`config.mk`:
```
export PLATFORM = sky130hd
export DESIGN_NAME = i2cme_core
export DESIGN_NICKNAME = d
export VERILOG_FILES = /design/src/i2cme_core.v
export VERILOG_INCLUDE_DIRS = /design/src
export SDC_FILE = /design/constraint.sdc
export NUM_CORES = 1
export LEC_CHECK = 0
export BUFFER_PORTS_ARGS = -buffer_cell sky130_fd_sc_hd__buf_2
export CAP_MARGIN = 20
export CORE_MARGIN = 5
export CORE_UTILIZATION = 45
export DETAILED_ROUTE_END_ITERATION = 7
export GPL_TIMING_DRIVEN = 0
export PLACE_DENSITY = 0.68
export SKIP_CTS_REPAIR_TIMING = 1
export SLEW_MARGIN = 20
export SYNTH_ARGS = -nofsm -noshare
export SYNTH_HDL_FRONTEND = slang
export SYNTH_SLANG_ARGS = --single-unit
export TNS_END_PERCENT = 20
```
`constraint.sdc`:
```
create_clock -name core_clk_i -period 7.1 [get_ports core_clk_i]
set_input_delay 0.355 -clock core_clk_i [delete_from_list [all_inputs] [get_ports core_clk_i]]
set_output_delay 0.355 -clock core_clk_i [all_outputs]
set_load 0.02 [all_outputs]
```
`src/i2cme_consts.vh`:
```
// Register addresses, field positions, reset values and bit counts for the two-wire master
`ifndef I2CME_CONSTS_VH
`define I2CME_CONSTS_VH

// ********************************
// Register byte addresses
// ********************************
`define I2CME_ADDR_PRESCALE 32'hfef80090
`define I2CME_ADDR_CONTROL 32'hfef80098
`define I2CME_ADDR_STATUS 32'hfef800a0
`define I2CME_ADDR_TX_BYTE 32'hfef800a8
`define I2CME_ADDR_RX_BYTE 32'hfef800b0

// ********************************
// Control field positions
// ********************************
`define I2CME_CTL_START 3
`define I2CME_CTL_STOP 2
`define I2CME_CTL_ACKOUT 1
`define I2CME_CTL_ENABLE 0

// ********************************
// Status field positions
// ********************************
`define I2CME_STS_ERR 3
`define I2CME_STS_ACKIN 2
`define I2CME_STS_CMPLT 1
`define I2CME_STS_DATIN 0

// ********************************
// Transmit byte fields
// ********************************
`define I2CME_TX_DIR 0
`define I2CME_TX_MSB 7

// ********************************
// Reset values
// ********************************
`define I2CME_RST_PRESCALE 16'h01f3
`define I2CME_RST_CONTROL 4'h0
`define I2CME_RST_STATUS 4'h2
`define I2CME_RST_BYTE 8'h00

// ********************************
// Bit counts per byte
// ********************************
`define I2CME_BIT_LAST 3'h0
`define I2CME_BIT_FIRST 3'h7

`endif

```
`src/i2cme_core.v`:
```
// Byte-oriented two-wire serial master with register port
//
// Implementation choice: the address-and-strobe port.
`timescale 1ns/1ps
`include "i2cme_consts.vh"

// Function
// RQ1 - Start and stop both set flags error
// RQ2 - Start plus stop clears whole control register
// RQ3 - Control writes ignored while error pending
// RQ4 - Status read clears error, reopens control writes
// RQ5 - Slave ack sets ack flag, nack clears
// RQ6 - Ack flag cleared at next valid operation
// RQ7 - Complete flag cleared at start, set finish
// RQ8 - Complete flag set after reset
// RQ9 - Start plus enable: transmit write sends start, byte
// RQ10 - Byte bits 24..30 address, bit 31 direction; code sends byte bits 7..1 as address, bit 0 as direction
// RQ11 - After write start, transmit writes shift out
// RQ12 - After read start, transmit writes fetch byte
// RQ13 - Stop plus enable: transmit write sends stop
// RQ14 - Next byte only after previous one read
// RQ15 - Reading receive byte clears data flag
// RQ16 - Start bit self clears, then complete set
// RQ17 - Stop bit self clears, then complete set
// RQ18 - Disabled: registers work, no bus activity
// RQ19 - Serial clock is clk/(prescale+1)/2; code divides by 2*prescale+4 (synchroniser stretches each high phase)
// RQ20 - Master acks read byte only if ackout
// RQ21 - Status read-only, unused data bits zero
module i2cme_core (
  // Clock and reset
  input wire core_clk_i,
  input wire rstn_i,
  // Register port
  input wire [31:0] addr_i,
  input wire [31:0] wdata_i,
  input wire wr_i,
  input wire rd_i,
  output wire [31:0] rdata_o,
  // Serial clock pin
  input wire scl_i,
  output wire scl_o,
  output wire scl_oe_o,
  // Serial data pin
  input wire sda_i,
  output wire sda_o,
  output wire sda_oe_o
);

  // ********************************
  // State codes
  // ********************************
  localparam [4:0] ST_IDLE = 5'h01;
  localparam [4:0] ST_START = 5'h02;
  localparam [4:0] ST_BIT = 5'h04;
  localparam [4:0] ST_ACK = 5'h08;
  localparam [4:0] ST_STOP = 5'h10;

  // ********************************
  // Declarations
  // ********************************
  reg [15:0] prescale_ff;
  reg [3:0] control_ff;
  reg err_ff;
  reg ackin_ff;
  reg cmplt_ff;
  reg datin_ff;
  reg [7:0] tx_byte_ff;
  reg [7:0] rx_byte_ff;
  reg [31:0] rdata_ff;
  reg [4:0] st_ff;
  reg [1:0] ph_ff;
  reg [2:0] bit_cnt_ff;
  reg [7:0] shift_ff;
  reg [15:0] div_cnt_ff;
  reg op_start_ff;
  reg op_rd_ff;
  reg dir_rd_ff;
  reg scl_oe_ff;
  reg sda_oe_ff;
  reg pin_lo_ff;
  reg scl_meta_ff;
  reg scl_sync_ff;
  reg sda_meta_ff;
  reg sda_sync_ff;
  reg [31:0] nxt_rdata;

  wire sel_prescale;
  wire sel_control;
  wire sel_status;
  wire sel_tx;
  wire sel_rx;
  wire tx_write;
  wire idle;
  wire go_start;
  wire go_stop;
  wire go_data;
  wire go_any;
  wire stretched;
  wire tick;
  wire ctl_conflict;

  assign sel_prescale = (addr_i == `I2CME_ADDR_PRESCALE);
  assign sel_control = (addr_i == `I2CME_ADDR_CONTROL);
  assign sel_status = (addr_i == `I2CME_ADDR_STATUS);
  assign sel_tx = (addr_i == `I2CME_ADDR_TX_BYTE);
  assign sel_rx = (addr_i == `I2CME_ADDR_RX_BYTE);
  assign tx_write = wr_i & sel_tx;
  assign idle = (st_ff == ST_IDLE);

  // ********************************
  // Operation launch decode
  // ********************************
  // Writes while busy or disabled only store the byte
  assign go_start = tx_write & idle & control_ff[`I2CME_CTL_ENABLE] &
                    control_ff[`I2CME_CTL_START]; // see RQ9 see RQ18
  assign go_stop = tx_write & idle & control_ff[`I2CME_CTL_ENABLE] &
                   ~control_ff[`I2CME_CTL_START] & control_ff[`I2CME_CTL_STOP]; // see RQ13 see RQ18
  // A fetch write is refused until the previous byte is collected
  assign go_data = tx_write & idle & control_ff[`I2CME_CTL_ENABLE] &
                   ~control_ff[`I2CME_CTL_START] & ~control_ff[`I2CME_CTL_STOP] &
                   ~(dir_rd_ff & datin_ff); // see RQ14
  assign go_any = go_start | go_stop | go_data;
  assign ctl_conflict = wdata_i[`I2CME_CTL_START] & wdata_i[`I2CME_CTL_STOP];

  // ********************************
  // Pin synchronisers
  // ********************************
  always @(posedge core_clk_i or negedge rstn_i) begin
    if (!rstn_i) begin
      scl_meta_ff <= 1'b1;
      scl_sync_ff <= 1'b1;
      sda_meta_ff <= 1'b1;
      sda_sync_ff <= 1'b1;
    end else begin
      scl_meta_ff <= scl_i;
      scl_sync_ff <= scl_meta_ff;
      sda_meta_ff <= sda_i;
      sda_sync_ff <= sda_meta_ff;
    end
  end

  // ********************************
  // Bit-rate divider
  // ********************************
  // A slave holding the clock low pauses the divider
  assign stretched = ~scl_oe_ff & ~scl_sync_ff;
  assign tick = ~idle & ~stretched & (div_cnt_ff == prescale_ff); // see RQ19

  always @(posedge core_clk_i or negedge rstn_i) begin
    if (!rstn_i) begin
      div_cnt_ff <= 16'h0000;
    end else if (idle | tick) begin
      div_cnt_ff <= 16'h0000;
    end else if (!stretched) begin
      div_cnt_ff <= div_cnt_ff + 16'h0001; // see RQ19
    end
  end

  // ********************************
  // Register writes and flags
  // ********************************
  always @(posedge core_clk_i or negedge rstn_i) begin
    if (!rstn_i) begin
      prescale_ff <= `I2CME_RST_PRESCALE;
      tx_byte_ff <= `I2CME_RST_BYTE;
      control_ff <= `I2CME_RST_CONTROL;
      err_ff <= 1'b0;
    end else begin
      if (wr_i & sel_prescale) begin
        prescale_ff <= wdata_i[15:0];
      end
      if (tx_write) begin
        tx_byte_ff <= wdata_i[7:0];
      end
      if (wr_i & sel_control & ~err_ff) begin // see RQ3
        if (ctl_conflict) begin
          control_ff <= `I2CME_RST_CONTROL; // see RQ2
          err_ff <= 1'b1; // see RQ1
        end else begin
          control_ff <= wdata_i[3:0];
        end
      end else if (tick & st_ff[1] & ph_ff[0]) begin
        control_ff[`I2CME_CTL_START] <= control_ff[`I2CME_CTL_START];
      end else if (tick & (st_ff == ST_ACK) & ph_ff[0] & op_start_ff) begin
        control_ff[`I2CME_CTL_START] <= 1'b0; // see RQ16
      end else if (tick & (st_ff == ST_STOP) & (ph_ff == 2'h2)) begin
        control_ff[`I2CME_CTL_STOP] <= 1'b0; // see RQ17
      end
      if (rd_i & sel_status) begin
        err_ff <= 1'b0; // see RQ4
      end
    end
  end

  // ********************************
  // Serial sequencer
  // ********************************
  // Data changes on the edge that pulls the clock low
  always @(posedge core_clk_i or negedge rstn_i) begin
    if (!rstn_i) begin
      st_ff <= ST_IDLE;
      ph_ff <= 2'h0;
      bit_cnt_ff <= `I2CME_BIT_FIRST;
      shift_ff <= `I2CME_RST_BYTE;
      op_start_ff <= 1'b0;
      op_rd_ff <= 1'b0;
      dir_rd_ff <= 1'b0;
      scl_oe_ff <= 1'b0;
      sda_oe_ff <= 1'b0;
      ackin_ff <= 1'b0;
      cmplt_ff <= 1'b1; // see RQ8
      datin_ff <= 1'b0;
      rx_byte_ff <= `I2CME_RST_BYTE;
    end else begin
      if (rd_i & sel_rx) begin
        datin_ff <= 1'b0; // see RQ15
      end
      case (st_ff)
        ST_IDLE: begin
          ph_ff <= 2'h0;
          if (go_any) begin
            ackin_ff <= 1'b0; // see RQ6
            cmplt_ff <= 1'b0; // see RQ7
            bit_cnt_ff <= `I2CME_BIT_FIRST;
            op_start_ff <= go_start;
            op_rd_ff <= go_data & dir_rd_ff;
          end
          if (go_start) begin
            shift_ff <= wdata_i[7:0];
            dir_rd_ff <= wdata_i[`I2CME_TX_DIR]; // see RQ10
            scl_oe_ff <= 1'b0;
            sda_oe_ff <= 1'b0;
            st_ff <= ST_START;
          end else if (go_stop) begin
            st_ff <= ST_STOP;
          end else if (go_data) begin
            // Read data ignores the written value
            shift_ff <= wdata_i[7:0]; // see RQ11
            sda_oe_ff <= dir_rd_ff ? 1'b0 : ~wdata_i[`I2CME_TX_MSB]; // see RQ12
            st_ff <= ST_BIT;
          end
        end
        ST_START: begin
          if (tick) begin
            if (ph_ff == 2'h0) begin
              sda_oe_ff <= 1'b1;
              ph_ff <= 2'h1;
            end else begin
              scl_oe_ff <= 1'b1;
              sda_oe_ff <= ~shift_ff[`I2CME_TX_MSB]; // see RQ9
              ph_ff <= 2'h0;
              st_ff <= ST_BIT;
            end
          end
        end
        ST_BIT: begin
          if (tick) begin
            if (ph_ff == 2'h0) begin
              scl_oe_ff <= 1'b0;
              ph_ff <= 2'h1;
            end else begin
              scl_oe_ff <= 1'b1;
              shift_ff <= {shift_ff[6:0], sda_sync_ff};
              ph_ff <= 2'h0;
              if (bit_cnt_ff == `I2CME_BIT_LAST) begin
                sda_oe_ff <= op_rd_ff & control_ff[`I2CME_CTL_ACKOUT]; // see RQ20
                st_ff <= ST_ACK;
              end else begin
                bit_cnt_ff <= bit_cnt_ff - 3'h1;
                sda_oe_ff <= op_rd_ff ? 1'b0 : ~shift_ff[6]; // see RQ11
              end
            end
          end
        end
        ST_ACK: begin
          if (tick) begin
            if (ph_ff == 2'h0) begin
              scl_oe_ff <= 1'b0;
              ph_ff <= 2'h1;
            end else begin
              scl_oe_ff <= 1'b1;
              sda_oe_ff <= 1'b0;
              ph_ff <= 2'h0;
              if (op_rd_ff) begin
                rx_byte_ff <= shift_ff; // see RQ12
                datin_ff <= 1'b1;
              end else begin
                ackin_ff <= ~sda_sync_ff; // see RQ5
              end
              cmplt_ff <= 1'b1; // see RQ7 see RQ16
              st_ff <= ST_IDLE;
            end
          end
        end
        ST_STOP: begin
          if (tick) begin
            if (ph_ff == 2'h0) begin
              sda_oe_ff <= 1'b1;
              ph_ff <= 2'h1;
            end else if (ph_ff == 2'h1) begin
              scl_oe_ff <= 1'b0;
              ph_ff <= 2'h2;
            end else begin
              sda_oe_ff <= 1'b0; // see RQ13
              cmplt_ff <= 1'b1; // see RQ17
              ph_ff <= 2'h0;
              st_ff <= ST_IDLE;
            end
          end
        end
        default: begin
          st_ff <= ST_IDLE;
          ph_ff <= 2'h0;
        end
      endcase
    end
  end

  // ********************************
  // Read data
  // ********************************
  always @* begin
    nxt_rdata = 32'h00000000;
    if (sel_prescale) begin
      nxt_rdata[15:0] = prescale_ff;
    end else if (sel_control) begin
      nxt_rdata[3:0] = control_ff;
    end else if (sel_status) begin
      nxt_rdata[`I2CME_STS_ERR] = err_ff; // see RQ21
      nxt_rdata[`I2CME_STS_ACKIN] = ackin_ff;
      nxt_rdata[`I2CME_STS_CMPLT] = cmplt_ff;
      nxt_rdata[`I2CME_STS_DATIN] = datin_ff;
    end else if (sel_tx) begin
      nxt_rdata[7:0] = tx_byte_ff; // see RQ21
    end else if (sel_rx) begin
      nxt_rdata[7:0] = rx_byte_ff;
    end
  end

  always @(posedge core_clk_i or negedge rstn_i) begin
    if (!rstn_i) begin
      rdata_ff <= 32'h00000000;
      pin_lo_ff <= 1'b0;
    end else begin
      // Data stands only in the cycle after the strobe
      rdata_ff <= rd_i ? nxt_rdata : 32'h00000000;
      pin_lo_ff <= 1'b0;
    end
  end

  assign rdata_o = rdata_ff;
  assign scl_o = pin_lo_ff;
  assign sda_o = pin_lo_ff;
  assign scl_oe_o = scl_oe_ff;
  assign sda_oe_o = sda_oe_ff;

endmodule

```
==> qor.txt, run 1 <==
final setup fails = 0
DR WL met3 = 1.01 mm
Hold Vio Cnt, Final = 0
DRT iter0 DRCs = 262
met2 wire len = 6.29 mm
Yosys top cell by area = dfrtp_1
Clock Path Buffers = 2
Post-Syn Instances = 497
FF-to-FF setup slack = 3.77 ns
max-slew violations = 0
first-pass GRT wire length = 21.8 mm
CTS buffer count = 9
final core occ = 53.7%
Core Box Area = 0.0114 mm2
Layout Nets = 670
via-per-instance ratio = 5.62
Critical Path Source Type = flop
diode count = 0
HP Class = in2reg
share of synthesized registers carrying an async set or reset = 100%
clk_lat worst skew = 0.35 ns
Critical Path AT = 3.55 ns
Starting Density = 45.5%
CTS root buffer = clkbuf_16
status = complete, no violations
Simple-Gate Fraction of Synth Area = 21.1%
Final ANT Viol Nets = 0
area share of the largest cell type after synthesis = 40.1%
Critical-path top delay cell = nor3_1
pwr dens = 180 mW/mm2
aggregate global routing overflow = 0
Max Cap Viol = 0
final WL = 13.4 mm
setup TNS = 0 ns
layout cells sized above 1 = 27.2%
largest family of logic cells by synthesized area = simple AND/OR/NAND/NOR gates
HPWL after DPL = 10.2 mm
mean post-synth cell area = 10.4 um2
Slew @ Worst Pin = 1.09 ns
final worst path period share = 46.9%
CTS sink cnt = 99
data required time of the worst path = 7.32 ns
Synth cell types = 64
max layer used = met4
DRC = 0
Most common cell on crit path = clkbuf_1
Crit Path Class = reg2reg
die area = 0.0138 mm2
Setup crit end kind = flop
initial antenna violation count = 0
Post-Synth XOR/XNOR Area = 5.41%
post-synthesis register bit count = 99
maximum vdd ir drop = 0.194 mV
TritonCTS clock tree = done
synthesized cell area = 0.00518 mm2
Worst Skew = 0.0102 ns
ys flop type = dfrtp_1
mux share of post-synthesis cell area = 8.29%
Fmax achieved = 300 MHz
die width = 117 um
Initial DRT Pass Iterations = 5
complex-gate fraction of the synthesized area = 11.4%
Synthesis Warnings = 0
max_slew headroom = 26.8%
EDFF count, synth = 0
CP max FO = 10
Post-synth top cells = dfrtp_1, nor2_1, nand2_1
Filler cells = 1014
footprint of the multi-input gates = 0.00250 mm2
minimum clock period = 3.33 ns
# H-tree levels = 3
Sequential Area = 0.00250 mm2
Seq/Total Area, Yosys = 48.2%
unrepaired setup endpoints after global routing = false
Leak = 2.96 nW
number of global-route vias before repair = 4148
I/O pin count = 106
Tot GR Track Use = 20.7%
I/O Buffers = 70
Rows = 39
top-count cell post-synth = dfrtp_1
biggest cell delay along the critical path = 0.86 ns
Adder-Cell Fraction of Synth Area = 0.725%
Die H = 117 um
routed length on met1 = 5.79 mm
vias = 4184
Synth area leaders = dfrtp_1, dfstp_2, mux2_2
largest net degree at the start of global routing = 76
Clk pin slew, worst setup/hold paths = 0.07 ns
synthesis-to-finish area growth = 17.8%
gpl congestion = 0.973
critical-path cell list = clkbuf_1 -> nor3_1 -> nand2_1 -> clkbuf_1 -> a2111oi_0 -> nand4_1 -> xor2_1 -> nor2_1
Wirelength per Cell = 18.0 um
-- registers in the layout (all words and copies together), names as in the netlist, 2 cells and up --
register	flops
rdata_o	16
bit_cnt_ff	3
ph_ff	2
rx_byte_ff	8
shift_ff	8
control_ff	4
div_cnt_ff	16
tx_byte_ff	8
st_ff	5
prescale_ff	16
-- path summary, 6_finish.rpt --
kind,startpoint,endpoint,cells past startpoint
min in group asynchronous,rstn_i,rdata_o[8],2
min,sda_i,sda_meta_ff,1
min reg2reg,sda_meta_ff,sda_sync_ff,0
max in group asynchronous,rstn_i,sda_sync_ff,3
max,st_ff[1],div_cnt_ff[15],8
max reg2reg,st_ff[1],div_cnt_ff[15],8
-- layer usage --
layer / track usage [%] / vias up
met1: 28.3 / 2020
met5: 0 / -
met3: 5.19 / 29
met4: 6.73 / 0
li1: - / 1971
met2: 32.4 / 164
-- report_power, final --
part           leakage (nW)  internal (mW)  switching (mW)
Sequential             1.31          0.566        0.000808
Clock                 0.135          0.252           0.217
Combinational          1.52         0.0242          0.0372
Total                  2.96          0.843           0.255
-- worst max-delay path, delay by kind of cell (launching register included) --
family                    cells  cell delay, ns
and+or+nand+nor               4            1.39
DFF                           1            0.37
AOI/OAI and AO/OA             1            0.76
xor gates and xnor gates      1            0.17
buffers and inverters         2            0.51
-- cell families (layout without fill, tap and decap cells) --
logic type | count (synthesis) | count (layout)
xor gates and xnor gates | 32 | 32
adders and majority gates | 3 | 3
muxes | 38 | 38
DFF | 99 | 99
and+or+nand+nor | 197 | 197
buffers and inverters | 47 | 135
AOI/OAI and AO/OA | 80 | 80
other | 1 | 18
-- layout make-up --
| class | instances | share of cell area [%] |
|---|---|---|
| Buffer | 37 | 3.42 |
| Clock buffer | 11 | 3.98 |
| Clock inverter | 5 | 0.718 |
| Inverter | 10 | 0.615 |
| Multi-Input combinational cell | 368 | 40.9 |
| Sequential cell | 99 | 40.9 |
| Tap cell | 143 | 2.93 |
| Timing Repair Buffer | 72 | 6.46 |
-- layout by cell type (no fill, tap or decap), types with 5 or more instances in the layout --
cell | synthesis | final
xnor2_1 | 5 | 5
and2_1 | 11 | 11
nand2_1 | 28 | 28
nand4_1 | 13 | 13
nor4_1 | 9 | 9
nor3_1 | 14 | 14
mux2_1 | 10 | 10
mux2_2 | 25 | 25
o221a_2 | 8 | 8
nor2_1 | 49 | 49
nand3_1 | 14 | 14
conb_1 | 1 | 18
clkbuf_16 | 0 | 9
dfstp_2 | 16 | 16
buf_2 | 2 | 71
inv_1 | 8 | 8
buf_4 | 18 | 18
clkbuf_1 | 17 | 18
or4_1 | 9 | 9
nand2b_1 | 12 | 12
o21ai_0 | 8 | 8
dfrtp_1 | 83 | 83
nor2b_1 | 10 | 10
a21oi_1 | 15 | 15
xor2_1 | 27 | 27
-- stage by stage --
step                      total power, mW  instances  hold WS [ns]  instance area [um2]  setup slack (ns)
after global routing                 1.15        745        0.0811                 6100              3.53
after global placement              0.635        727         0.346                 5770              3.75
final                                1.10        745        0.0953                 6100              3.77
after detailed placement            0.639        728         0.230                 5810              3.72
after CTS                            1.11        744        -0.145                 6090              3.86
after floorplan                     0.604        514        0.0594                 5240              4.32
Note: power is estimated with default switching activity, not from simulation.
==> inputs of run 2 (changes only) <==
ABC_AREA = 1   (was not set)
PLACE_DENSITY = 0.7   (was 0.68)
clock period = 2.9 ns   (was 7.1 ns; I/O delays follow)
==> qor.txt, run 2 <==
status = complete, no violations
Synth cell types = 47 (-27%)
number of global-route vias before repair = 4520 (+9.0%)
Final ANT Viol Nets = 0 (unchanged)
clk_lat worst skew = 0.35 ns (about the same)
pwr dens = 433 mW/mm2 (+140%)
Max Cap Viol = 0 (unchanged)
Switching Power = 604 uW (+140%)
CP max FO = 10 (unchanged)
Starting Density = 46.4% (+0.88 points)
clock power share = 43.8% (+1.0 points)
max-slew violations = 0 (unchanged)
internal power = 2.14 mW (+150%)
top-count cell post-synth = nand2_1
Hold Vio Cnt, Final = 0 (unchanged)
vias = 4565 (+9.1%)
mean post-synth cell area = 8.12 um2 (-22%)
final worst path period share = 78.6% (+32 points)
Die H = 119 um (+1.7%)
EDFF count, synth = 0 (unchanged)
first-pass GRT wire length = 21.6 mm (-0.83%)
initial antenna violation count = 0 (unchanged)
Crit Path Class = reg2reg
Setup crit end kind = flop
Slew @ Worst Pin = 0.731 ns (-0.358 ns)
minimum clock period = 2.28 ns (-1.05 ns)
critical-path cell list = inv_1 -> nor2_1 -> nand3_2 -> nor2_1 -> nand4_1 -> nor2_1 -> nor2_1 -> nand2_2 -> nand2_4 -> buf_6 -> nor2_2 -> a21oi_2
DRT iter0 DRCs = 320 (+22%)
register share of total power = 50.6% (-1.0 points)
data required time of the worst path = 3.14 ns (-4.18 ns)
hold slack final = 0.00640 ns (-0.0889 ns)
Clock Path Buffers = 2 (unchanged)
Initial DRT Pass Iterations = 7 (+2)
Worst Skew = 0.00850 ns (-0.00171 ns)
synthesis-to-finish area growth = 18.0%
# H-tree levels = 3 (unchanged)
Post-synth top cells = nand2_1, inv_1, dfrtp_1
unrepaired setup endpoints after global routing = false
total design power = 2.74 mW (+150%)
final WL = 12.7 mm (-5.2%)
largest net degree at the start of global routing = 51 (-33%)
CTS root buffer = clkbuf_16
Clk pin slew, worst setup/hold paths = 0.06 ns (about the same)
ys flop type = dfrtp_1
final setup fails = 0 (unchanged)
I/O Buffers = 71 (+1.4%)
area share of the largest cell type after synthesis = 38.7% (-1.4 points)
Synthesis Warnings = 0 (unchanged)
HPWL after DPL = 9.78 mm (-4.3%)
setup TNS = 0 ns (unchanged)
I/O pin count = 106 (unchanged)
Wirelength per Cell = 13.9 um (-23%)
CTS sink cnt = 99 (unchanged)
via-per-instance ratio = 5.00 (-11%)
biggest cell delay along the critical path = 0.53 ns (-0.33 ns)
layout cells sized above 1 = 23.0% (-4.3 points)
diode count = 0 (unchanged)
max_slew headroom = 50.8% (+24 points)
synthesized cell area = 0.00537 mm2 (+3.7%)
Critical Path Source Type = flop
Leak = 3.34 nW (+13%)
commonest non-fill, non-tap cell in the layout = nand2_1
DRC = 0 (unchanged)
die area = 0.0142 mm2 (+3.4%)
CTS buffer count = 9 (unchanged)
aggregate global routing overflow = 0 (unchanged)
share of synthesized registers carrying an async set or reset = 100% (unchanged)
Most common cell on crit path = nor2_1
post-synthesis register bit count = 99 (unchanged)
Critical-path top delay cell = dfstp_2
Tot GR Track Use = 18.8% (-1.9 points)
Post-Syn Instances = 661 (+33%)
gpl congestion = 0.892 (-8.3%)
TritonCTS clock tree = done
sw frac = 22.0% (-1.2 points)
Core Box Area = 0.0116 mm2 (+1.7%)
Rows = 39 (unchanged)
Synth area leaders = dfrtp_1, nand2_1, dfstp_2
Seq/Total Area, Yosys = 46.5% (-1.7 points)
commonest non-fill, non-tap cells in the layout = nand2_1, inv_1, dfrtp_1, buf_2, nor2_1
Fmax achieved = 439 MHz (+46%)
Critical Path AT = 2.52 ns (-1.03 ns)
die width = 119 um (+1.7%)
maximum vdd ir drop = 0.319 mV (+64%)
Layout Nets = 838 (+25%)
Yosys top cell by area = dfrtp_1
Logic pwr share = 5.6% (about the same)
HP Class = in2reg
==> run 2: cell count changes in the layout (fill, tap and decap cells not counted), sizes merged, moves of 10 or more <==
cell / change
nand2: +133
inv: +89
o21ai: +29
a21oi: +25
nor2: +25
nand3: +24
mux2: -21
xor2: -21
clkbuf: -13
nand2b: -12
and2: -11
nor2b: -10
==> run 2: worst paths after layout <==
kind	from	endpoint	slack, ns	depth (start not counted)
worst min register to register	scl_meta_ff	scl_sync_ff	0.35	0
worst max register to register	st_ff[0]	shift_ff[6]	0.62	12
worst min-delay path	wdata_i[13]	prescale_ff[13]	0.006	2
min in group asynchronous	rstn_i	rdata_o[6]	0.29	2
max in group asynchronous	rstn_i	bit_cnt_ff[1]	1.95	3
worst max-delay path	st_ff[0]	shift_ff[6]	0.62	12
==> run 2: critical path: cells and delay by family (launching register included) <==
family	cells	cell delay, ns
simple gates	9	1.39
compound gates	1	0.03
buf+inv	2	0.21
flops	1	0.53
==> run 2: kinds of logic (layout without fill, tap and decap cells) <==
group | count (synthesis) | after routing | synth area share, %
flip-flops | 99 | 99 | 46.5
XOR/XNOR | 8 | 8 | 1.31
multiplexers | 15 | 15 | 3.22
adder cells (fa/ha/maj) | 3 | 3 | 0.699
AO/OA/AOI/OAI | 107 | 107 | 11.7
other | 1 | 18 | 0.0698
AND/OR/NAND/NOR | 303 | 303 | 26.1
buffers and inverters | 125 | 217 | 10.4
==> run 2: layer usage <==
layer / global-route usage, % / part of all wire (%) / up-vias
met3: 5.07 / 5.9 / 14
li1: - / - / 2299
met4: 4.56 / 1.1 / 0
met5: 0 / 0 / -
met1: 24.9 / 44 / 2118
met2: 30.8 / 48 / 134
==> run 2: power groups by stage <==
stage               sequential (mW)  combinational, mW  clock [mW]
floorplan                      1.41             0.0648           0
global placement               1.41              0.140           0
detailed placement             1.41              0.150           0
CTS                            1.39              0.150        1.23
global route                   1.39              0.173        1.30
finish                         1.39              0.154        1.20
==> run 2: cell type report <==
cell class	instances	area [um2]
Inverter	100	375
Tap cell	143	179
Clock buffer	12	246
Multi-Input combinational cell	454	2380
Fill cell	1074	5230
Clock inverter	4	48.8
Timing Repair Buffer	76	429
Sequential cell	99	2500
Buffer	25	181
==> run 2: stage by stage <==
step | instances | utilization, % | instance area, um2 | worst slack [ns]
after CTS | 909 | 54.4 | 6300 | 0.648
after global routing | 913 | 54.8 | 6340 | 0.405
after floorplan | 678 | - | 5430 | 1.06
after global placement | 892 | 51.6 | 5970 | 0.703
after detailed placement | 893 | 51.9 | 6000 | 0.655
final | 913 | 54.8 | 6340 | 0.621
==> inputs of run 3 (changes only) <==
ABC_AREA = 0   (was 1)
PLACE_DENSITY = 0.68   (was 0.7)
clock period = 2.16 ns   (was 2.9 ns; I/O delays follow)
==> qor.txt, run 3 (synthesized netlist as in run 1, its figures left out) <==
critical-path cell list = inv_2 -> or3_4 -> or3_4 -> or4_4 -> clkbuf_16 -> o221a_4
violated checks = setup timing
Core Box Area = 0.0114 mm2 (-1.7%)
Filler cells = 949 (-12%)
final WL = 14.0 mm (+10%)
Critical-path top delay cell = or4_4
die width = 117 um (-1.6%)
Worst Skew = 0.0127 ns (+0.00417 ns)
Wirelength per Cell = 18.1 um (+30%)
biggest cell delay along the critical path = 0.52 ns (about the same)
TritonCTS clock tree = done
max_slew headroom = 60.7% (+9.9 points)
final core occ = 59.3% (+4.5 points)
Final WS setup = -0.123 ns (-0.744 ns)
largest net degree at the start of global routing = 53 (+3.9%)
DR WL met3 = 778 um (+3.0%)
pwr dens = 541 mW/mm2 (+25%)
die area = 0.0138 mm2 (-3.3%)
HPWL after DPL = 9.96 mm (+1.8%)
Worst path top cell family by delay = simple AND/OR/NAND/NOR gates
Clk pin slew, worst setup/hold paths = 0.07 ns (about the same)
CP max FO = 5 (-5)
aggregate global routing overflow = 0 (unchanged)
clk_lat worst skew = 0.35 ns (about the same)
routed length on met1 = 6.18 mm (+9.2%)
Critical Path AT = 2.53 ns (about the same)
I/O pin count = 106 (unchanged)
Sequential Area = 0.00250 mm2 (+0.15%)
minimum clock period = 2.28 ns (+0.00359 ns)
Leak = 3.23 nW (-3.5%)
diode count = 0 (unchanged)
footprint of the multi-input gates = 0.00281 mm2 (+18%)
Die H = 117 um (-1.6%)
Slew @ Worst Pin = 0.588 ns (-0.143 ns)
initial antenna violation count = 0 (unchanged)
DRC = 0 (unchanged)
commonest non-fill, non-tap cell in the layout = dfrtp_1
I/O Buffers = 70 (-1.4%)
unrepaired setup endpoints after global routing = true
Clock Path Buffers = 2 (unchanged)
CP Buf/Inv Count = 2 (unchanged)
synthesis-to-finish area growth = 30.2%
number of global-route vias before repair = 3985 (-12%)
final setup fails = 12 (+12)
via-per-instance ratio = 5.63 (+13%)
DRT iter0 DRCs = 266 (-17%)
Crit Path Class = reg2reg
first-pass GRT wire length = 20.9 mm (-3.1%)
DP Worst Slack = -0.990 ns (-1.65 ns)
met2 wire len = 6.87 mm (+12%)
max layer used = met4
vias = 4350 (-4.7%)
# H-tree levels = 3 (unchanged)
data required time of the worst path = 2.41 ns (-0.73 ns)
HP Class = in2reg
CTS buffer count = 9 (unchanged)
Layout Nets = 698 (-17%)
maximum vdd ir drop = 0.451 mV (+41%)
Max Cap Viol = 0 (unchanged)
Final ANT Viol Nets = 0 (unchanged)
CTS root buffer = clkbuf_16
commonest non-fill, non-tap cells in the layout = dfrtp_1, buf_2, nor2_1, buf_4
Starting Density = 45.5% (-0.88 points)
gpl congestion = 0.955 (+7.1%)
Initial DRT Pass Iterations = 5 (-2)
Setup crit end kind = flop
Fmax achieved = 438 MHz (-0.16%)
max-slew violations = 0 (unchanged)
Critical Path Source Type = flop
Hold Vio Cnt, Final = 0 (unchanged)
Rows = 39 (unchanged)
layout cells sized above 1 = 37.3% (+14 points)
CTS sink cnt = 99 (unchanged)
Tot GR Track Use = 20.0% (+1.2 points)
final worst path period share = 106% (+27 points)
status = complete, but fails checks
Most common cell on crit path = or3_4
[run 3: path summary, 6_finish.rpt]
kind / slack (ns) / from / end / cells after the start
worst max-delay path: -0.12 / st_ff[2] / shift_ff[0] / 6
worst min-delay path: 0.005 / wdata_i[11] / prescale_ff[11] / 2
worst max register to register: -0.12 / st_ff[2] / shift_ff[0] / 6
worst min register to register: 0.36 / scl_meta_ff / scl_sync_ff / 0
max in group asynchronous: 1.24 / rstn_i / st_ff[0] / 3
min in group asynchronous: 0.26 / rstn_i / rdata_o[7] / 2
[run 3: power breakdown]
group	switching, mW	total, mW	internal, mW
sequential	0.00334	1.86	1.86
clock	0.734	1.56	0.830
combinational	0.130	0.221	0.0916
total	0.867	3.65	2.78
[run 3: stage by stage]
stage / area (um2) / total power [mW] / instances / setup TNS (ns) / hold WS, ns
after floorplan: 5310 / 1.99 / 514 / -3.80 / -0.188
after global placement: 5840 / 2.09 / 727 / -43.02 / 0.214
after detailed placement: 5880 / 2.10 / 728 / -42.69 / 0.0762
after CTS: 6160 / 3.66 / 744 / -33.28 / -0.297
after global routing: 6750 / 3.78 / 773 / -1.99 / 0.00544
final: 6750 / 3.65 / 773 / -1.18 / 0.00521
[run 3: routing by layer]
layer / vias to the layer above / track usage, %
met5: - / 0
met2: 158 / 32.2
met4: 0 / 5.58
li1: 2028 / -
met3: 23 / 4.11
met1: 2141 / 27.5
[run 3: final cells by class]
type	count	area share [%]
Multi-Input combinational cell	368	41.6
Sequential cell	99	37.1
Clock inverter	5	0.631
Inverter	10	0.556
Timing Repair Buffer	104	10.2
Tap cell	143	2.65
Buffer	33	3.69
Clock buffer	11	3.60
